### config.mk
export PLATFORM = sky130hd
export DESIGN_NAME = pcf_top
export DESIGN_NICKNAME = d
export VERILOG_FILES = /design/src/rtl/pcf_top.v /design/src/rtl/pcf_wrap.v
export VERILOG_INCLUDE_DIRS = /design/src /design/src/common
export SDC_FILE = /design/constraint.sdc
export NUM_CORES = 1
export LEC_CHECK = 0
export CORE_MARGIN = 8
export CORE_UTILIZATION = 61
export DETAILED_ROUTE_END_ITERATION = 10
export DONT_BUFFER_PORTS = 1
export PLACE_DENSITY = 0.86
export SETUP_SLACK_MARGIN = 0.1
export SLEW_MARGIN = 20
export SYNTH_ARGS = -nofsm -noshare
export SYNTH_HDL_FRONTEND = slang
export SYNTH_SLANG_ARGS = --single-unit
### constraint.sdc
create_clock -name clk -period 2.2 [get_ports clk]
set_clock_uncertainty 0.15 [all_clocks]
set_input_delay 0.44 -clock clk [delete_from_list [all_inputs] [get_ports clk]]
set_output_delay 0.44 -clock clk [all_outputs]
set_load 0.05 [all_outputs]
### src/common/pcf_defs.vh
// Purpose: constants for the program counter and fetch addressing block
// Assumes: 13-bit program counter, 14-bit instruction words
// Notes: definitions only
`ifndef PCF_DEFS_VH
`define PCF_DEFS_VH
`define PCF_PC_W 13
`define PCF_INSN_W 14
`define PCF_DATA_AW 9
`define PCF_DATA_W 8
`define PCF_RESET_VEC 13'h0000
`define PCF_INT_VEC 13'h0004
`define PCF_PC_STEP 13'h0001
`define PCF_BIG_AW 13
`define PCF_SMALL_AW 12
`define PCF_FLAG_RST 1'b0
`define PCF_INSN_RST 14'h0000
`define PCF_DATA_ADDR_RST 9'h000
`define PCF_DATA_WDATA_RST 8'h00
`endif

### src/rtl/pcf_top.v
// Contract
// - Keep a 13-bit program counter addressing up to 8K words of 14 bits.
// - Large variant uses all 8K words; every counter value is distinct.
// - Small variant has 4K words but the same 13-bit counter.
// - Addresses above the implemented memory wrap; high bits are ignored.
// - Any reset loads the counter with address zero.
// - A taken interrupt loads the counter with address four.
// - Instruction and data memories have separate buses, usable together.
//
// Purpose: program counter and instruction fetch addressing
// Assumes: memory returns the word one cycle after fetch_req; inputs synchronous
// Notes: priority is interrupt, then branch, then increment
`timescale 1ns/1ps
`include "pcf_defs.vh"
module pcf_top #(
    parameter SMALL = 0
) (
    // Clock and reset
    input wire clk,
    input wire rst,
    // Core control
    input wire step,
    input wire branch,
    input wire [12:0] branch_addr,
    input wire irq_take,
    // Data access from the core
    input wire data_req,
    input wire data_we,
    input wire [8:0] data_addr_in,
    input wire [7:0] data_wdata_in,
    // Instruction memory bus
    output wire fetch_req,
    output wire [12:0] imem_addr,
    input wire [13:0] imem_rdata,
    // Data memory bus
    output reg data_req_r,
    output reg data_we_r,
    output reg [8:0] data_addr_r,
    output reg [7:0] data_wdata_r,
    // Fetched instruction
    output reg [13:0] insn_r,
    output reg insn_valid_r,
    output reg [12:0] pc_r,
    output reg [12:0] insn_pc_r
);
    // ==========================================================
    // Declarations
    reg [12:0] pc_nxt;
    reg fetch_pend_r;
    reg fetch_pend_nxt;
    reg [12:0] fetch_pc_r;
    reg [12:0] fetch_pc_nxt;
    reg [13:0] insn_nxt;
    reg insn_valid_nxt;
    reg [12:0] insn_pc_nxt;
    reg data_req_nxt;
    reg data_we_nxt;
    reg [8:0] data_addr_nxt;
    reg [7:0] data_wdata_nxt;
    wire [12:0] phys_addr;
    wire load_irq;
    wire load_branch;
    wire advance;

    // ==========================================================
    // Load selection
    // Interrupt beats branch, branch beats a plain step
    assign load_irq = irq_take;
    assign load_branch = branch & ~irq_take;
    assign advance = step & ~irq_take & ~branch;

    // ==========================================================
    // Counter update
    always @* begin
        pc_nxt = pc_r;
        if (load_irq) begin
            pc_nxt = `PCF_INT_VEC;
        end else if (load_branch) begin
            pc_nxt = branch_addr;
        end else if (advance) begin
            // Thirteen-bit sum rolls over from the top word to zero
            pc_nxt = pc_r + `PCF_PC_STEP;
        end
    end

    always @(posedge clk) begin
        if (rst) begin
            pc_r <= `PCF_RESET_VEC;
        end else begin
            pc_r <= pc_nxt;
        end
    end

    // ==========================================================
    // Instruction address, independent of the data bus
    pcf_wrap #(
        .SMALL(SMALL)
    ) u_wrap (
        .pc_in(pc_r),
        .addr_out(phys_addr)
    );

    assign imem_addr = phys_addr;

    // No fetch while reset holds or while the counter is reloaded
    assign fetch_req = advance & ~rst;

    // ==========================================================
    // Fetch pipeline
    always @* begin
        fetch_pend_nxt = fetch_req;
        fetch_pc_nxt = pc_r;
    end

    always @(posedge clk) begin
        if (rst) begin
            fetch_pend_r <= `PCF_FLAG_RST;
        end else begin
            fetch_pend_r <= fetch_pend_nxt;
        end
    end

    always @(posedge clk) begin
        if (rst) begin
            fetch_pc_r <= `PCF_RESET_VEC;
        end else begin
            fetch_pc_r <= fetch_pc_nxt;
        end
    end

    // ==========================================================
    // Fetched word
    // The word and its address hold until the next fetch lands
    always @* begin
        insn_valid_nxt = fetch_pend_r;
        insn_nxt = insn_r;
        insn_pc_nxt = insn_pc_r;
        if (fetch_pend_r) begin
            insn_nxt = imem_rdata;
            insn_pc_nxt = fetch_pc_r;
        end
    end

    always @(posedge clk) begin
        if (rst) begin
            insn_valid_r <= `PCF_FLAG_RST;
        end else begin
            insn_valid_r <= insn_valid_nxt;
        end
    end

    always @(posedge clk) begin
        if (rst) begin
            insn_r <= `PCF_INSN_RST;
        end else begin
            insn_r <= insn_nxt;
        end
    end

    always @(posedge clk) begin
        if (rst) begin
            insn_pc_r <= `PCF_RESET_VEC;
        end else begin
            insn_pc_r <= insn_pc_nxt;
        end
    end

    // ==========================================================
    // Data bus
    // Runs in the same cycles as fetch; shares nothing with it
    always @* begin
        data_req_nxt = data_req;
        data_we_nxt = data_req & data_we;
        data_addr_nxt = data_addr_in;
        data_wdata_nxt = data_wdata_in;
    end

    always @(posedge clk) begin
        if (rst) begin
            data_req_r <= `PCF_FLAG_RST;
        end else begin
            data_req_r <= data_req_nxt;
        end
    end

    always @(posedge clk) begin
        if (rst) begin
            data_we_r <= `PCF_FLAG_RST;
        end else begin
            data_we_r <= data_we_nxt;
        end
    end

    always @(posedge clk) begin
        if (rst) begin
            data_addr_r <= `PCF_DATA_ADDR_RST;
        end else begin
            data_addr_r <= data_addr_nxt;
        end
    end

    always @(posedge clk) begin
        if (rst) begin
            data_wdata_r <= `PCF_DATA_WDATA_RST;
        end else begin
            data_wdata_r <= data_wdata_nxt;
        end
    end
endmodule

### src/rtl/pcf_wrap.v
// Purpose: fold a program counter value onto the implemented memory
// Assumes: implemented size is a power of two
// Notes: upper bits beyond the implemented size are dropped
`timescale 1ns/1ps
`include "pcf_defs.vh"
module pcf_wrap #(
    parameter SMALL = 0
) (
    // Full counter value in
    input wire [12:0] pc_in,
    // Physical word address out
    output wire [12:0] addr_out
);
    wire [12:0] keep_mask;
    genvar i;
    generate
        for (i = 0; i < `PCF_PC_W; i = i + 1) begin : g_mask
            if (SMALL != 0 && i >= `PCF_SMALL_AW) begin : g_drop
                assign keep_mask[i] = 1'b0;
            end else begin : g_keep
                assign keep_mask[i] = 1'b1;
            end
        end
    endgenerate
    assign addr_out = pc_in & keep_mask;
endmodule

-- Yosys cells after proc, flatten, opt, wreduce, memory -nomap -nowiden
Cells that the tools add are included.
- register bits after elaboration: 74
- latch bits: 0
- bits in writable memories: 0
- memory bits (read-only): 0
- bits of input ports: 51
- output and inout bits: 74
- logic and storage cells: 26
- memories: 0
- add/subtract/negate cells: 1
- multiply operators: 0
- divide/modulo/power cells: 0
- order comparisons: 0
- eq/ne operators: 0
- shifts and indexed selects: 0
- multiplexer cells: 3
- bitwise gates (word level): 8
- reductions and logical operators: 3
- operator list (operator ; count):
    $mux 13 ; 2
    $add 13x1->13 const B ; 1
    $and 1x1->1 ; 5
    $mux 3 ; 1
    $not 1->1 ; 3
    $reduce_bool 3->1 ; 1
    $reduce_bool 2->1 ; 1
    $reduce_or 2->1 ; 1

-- Depth between registers and ports, before layout
- depth after elaboration: 6
- mapped depth: 6

-- Cells and area by module
Synthesis repeated with hierarchy kept, for this count alone.
- cell total of the unflattened synthesis: 259
- area total of the unflattened synthesis: 2663.8 um2
- by module, submodules not included (module ; instances ; cells an instance ; area an instance (um2)):
    pcf_top ; 1 ; 246 ; 2566.2
    pcf_wrap ; 1 ; 13 ; 97.6

-- Least setup slack after synthesis
No wires, ideal clock.
- kind: in2out
- start: input port branch
- end: output port fetch_req
- arrival time: 1.723 ns
- setup slack: -0.113 ns
- stages: 4
- path buffers: 2
- cell sequence: buf_6 or3b_1 buf_6 nor2_1
- word-level cells in the longest chain between the ends: 3
- ends and longest elaborated chain (item ; line ; source):
    start: declaration ; pcf_top.v:23 ; input wire branch,
    $not 1->1 ; pcf_top.v:70 ; assign advance = step & ~irq_take & ~branch;
    $and 1x1->1 ; pcf_top.v:70 ;
    $and 1x1->1 ; pcf_top.v:106 ; assign fetch_req = advance & ~rst;
    end: declaration ; pcf_top.v:32 ; output wire fetch_req,
No other way between the ends.

-- Final worst setup path
Same ends and word-level chain as after synthesis.

==> summary.md <==
| Metric | Value |
|---|---|
| Critical Path Slowest Stage Cell | or3b_1 |
| Post-synthesis cell area | around 0.0027 mm2 |
| Largest net degree at the start of global routing | 66 |
| Crit path max-delay family | simple AND/OR/NAND/NOR gates |
| Clock network latency to the later pin of the worst-skew pair | around 0.32 ns |
| Global route overflow | 0 |
| Design area | 0.00287 mm2 |
| Fmax | 0.526 GHz |
| Die width | ~82 um |
| Routed len/inst | roughly 18 um |
| Detailed Route Iter0 Violations | slightly below 100 |
| Tot GR Track Use | 0.171 |
| Hold-fix buffers, CTS | 0 |
| R2r endpoint | pc_r[11] |
| Ys Warns | 0 |
| RSZ-0062 raised after global routing | false |
| Top Layer Used | met4 |
| Inserted Clock Buffers | 9 |
| CP Depth | 3 |
| Slew Viols, Final | 0 |
| Final core occ | 0.669 |
| Synth Instances | between 200 and 300 |
| Crit path largest cell delay | between 0.5 and 0.6 ns |
| PwrDens | a little under 900 mW/mm2 |
| Crit path DAT | between 1 and 1.5 ns |
| Worst EP required | approximately 1.6 ns |
| Worst Setup Start Kind | input port |
| I/O pins | 125 |
| CTS H-tree lvls | 3 |
| VDD IR max | about 0.62 mV |
| Period utilization | 0.865 |
| WL final | around 5800 um |
| Setup crit start | branch |
| Global-route wire length before repair | 8650 um |
| Layout Nets | 315 |
| HP Class | in -> reg |
| TritonRoute pass-1 iters | 4 |
| Placed Area | about 0.0027 mm2 |
| Crit Reg-Reg Startpoint | pc_r[1] |
| Final HPWL DP | ~4300 um |
| Die area | a little under 0.007 mm2 |
| End of the critical path | fetch_req |
| Root buffer cell | clkbuf_8 |
| Post-synthesis net count | 311 |
| Diodes inserted | 0 |
| Yosys reg bits | 74 |
| Row count | 24 |
| Met2 WL | about 2800 um |
| Final setup violating endpoints | 0 |
| Critical path class | in -> out |
| CTS tree | done |
| Final ANT Viol Nets | 0 |
| Max transition margin | 0.628 |
| Resized cells post-CTS | 0 |
| Vias in the first global route | ~1700 |
| Critical path, cell by cell | or3b_1 > nor2_2 > buf_4 |
| Worst Reg-to-Reg Cells | 5 |
| DR vias | between 1500 and 2000 |
| Setup crit end kind | output pin |
| Post-CTS Setup Inserts | 0 |
| Die height | roughly 82 um |
| Status | complete, no violations |
| WL met1 | between 2000 and 2500 um |
| Buf+Inv Stages, Crit Path | 1 |
| Commonest cells after routing, fill and taps aside | dfxtp_1, nor2_1, nor2b_1 |
| Crit path max fanout | 9 |
| Placer Congestion | around 0.84 |
| CTS Buffer Depth | 2 |
| Pleak | approximately 1.1 nW |
| Met3 WL | roughly 670 um |
| Minimum clock period | 1.90 ns |
| DRC violations left | 0 |
| Fillers | ~370 |
| Commonest non-fill, non-tap cell in the layout | dfxtp_1 |
| Clock sinks | 74 |
| Yosys cell types | 25 |
| Initial antenna violation count | 0 |
| Sequential fraction of the synthesis area | 0.556 |
| Synth-to-Final Area Change | 7.80% |
| Core area | around 0.0043 mm2 |
| Initial Utilization | 0.620 |
| Maxcap violations | 0 |
| Buffers on Ports | 0 |
| Fin. Hold Viols | 0 |
| Layout cell share with drive strength beyond 1 | 0.143 |
| TNS Setup | 0 ns |
| Worst R2R Setup Slack | around 0.43 ns |
| Syn avg cell area | just over 10 um2 |
| Vias per cell | ~5.4 |
| Clk slew on worst S/H paths | around 0.07 ns |
| Least-Margin Pin Slew | ~0.56 ns |
through the flow:
stage / setup WS, ns / power (mW) / hold slack, ns / instances
2_1_floorplan: 0.122 / 1.68 / 0.290 / 259
3_3_place_gp: 0.301 / 1.69 / 0.293 / 304
3_5_place_dp: 0.299 / 1.69 / 0.308 / 304
4_1_cts: 0.297 / 2.54 / 0.0171 / 318
5_1_grt: 0.250 / 2.61 / 0.0103 / 318
6_report: 0.298 / 2.51 / 0.0359 / 318
worst register-to-register path, delay by kind of cell (launching register included):
family | cells | cell delay [ns]
compound gates | 1 | 0.08
xor+xnor | 1 | 0.15
buf+inv | 1 | 0.33
flops | 1 | 0.34
simple gates | 2 | 0.59
cell families (layout without fill, tap and decap cells):
group | count (synthesis) | count (layout) | synth area share
buf+inv | 30 | 37 | 0.0676
xor+xnor | 12 | 12 | 0.0395
mux | 29 | 29 | 0.109
compound gates | 23 | 23 | 0.0432
simple gates | 90 | 90 | 0.180
flops | 74 | 74 | 0.556
fa+ha+maj | 1 | 1 | 0.00470
metal layers:
| metal | global-route usage | vias up |
|---|---|---|
| met1 | 0.188 | 788 |
| met3 | 0.0722 | 8 |
| met5 | 0 | - |
| met4 | 0.0965 | 0 |
| met2 | 0.272 | 67 |
| li1 | - | 843 |
Yosys cell counts:
| cell | n | area (um2) |
|---|---|---|
| a21oi_1 | 13 | 65.1 |
| and2_1 | 1 | 6.26 |
| buf_1 | 2 | 7.51 |
| buf_2 | 3 | 15.0 |
| buf_4 | 13 | 97.6 |
| buf_6 | 2 | 22.5 |
| clkbuf_1 | 7 | 26.3 |
| dfxtp_1 | 74 | 1480 |
| ha_1 | 1 | 12.5 |
| inv_1 | 3 | 11.3 |
| mux2i_1 | 29 | 290 |
| nand2_1 | 4 | 15.0 |
| nand3_1 | 2 | 10.0 |
| nand4_1 | 4 | 25.0 |
| nor2_1 | 36 | 135 |
| nor2b_1 | 30 | 188 |
| nor3_1 | 6 | 30.0 |
| nor4_1 | 2 | 12.5 |
| nor4_2 | 1 | 12.5 |
| nor4_4 | 1 | 21.3 |
| o21ai_0 | 10 | 50.1 |
| or2_2 | 1 | 6.26 |
| or3b_1 | 1 | 8.76 |
| or3b_2 | 1 | 8.76 |
| xnor2_1 | 12 | 105 |
power by group:
part	internal, mW	total, mW	switching (mW)
sequential	1.38	1.49	0.109
clock	0.424	0.846	0.422
combinational	0.0541	0.172	0.118
worst min-delay path by stage:
stage	startpoint	to	depth (start not counted)
after detailed placement	fetch_pc_r[11]	insn_pc_r[11]	2
after floorplan	fetch_pc_r[0]	insn_pc_r[0]	2
after CTS	rst	fetch_pc_r[4]	1
final	rst	data_addr_r[5]	1
after global routing	rst	data_addr_r[5]	1
after global placement	fetch_pc_r[12]	insn_pc_r[12]	2
state kept, by name, summed over array words and instances, names as in the netlist:
register and cells:
insn_pc_r 13, insn_r 14, insn_valid_r 1, data_req_r 1
fetch_pc_r 13, fetch_pend_r 1, data_we_r 1, data_wdata_r 8
data_addr_r 9, pc_r 13
area by class of cell:
class | count | area (um2) | area share
Timing Repair Buffer | 20 | 150 | 0.0523
Multi-Input combinational cell | 155 | 1000 | 0.350
Inverter | 3 | 11.3 | 0.00392
Clock inverter | 3 | 17.5 | 0.00610
Tap cell | 52 | 65.1 | 0.0227
Clock buffer | 11 | 141 | 0.0492
Sequential cell | 74 | 1480 | 0.516
Power figures use the tool's default switching activity.
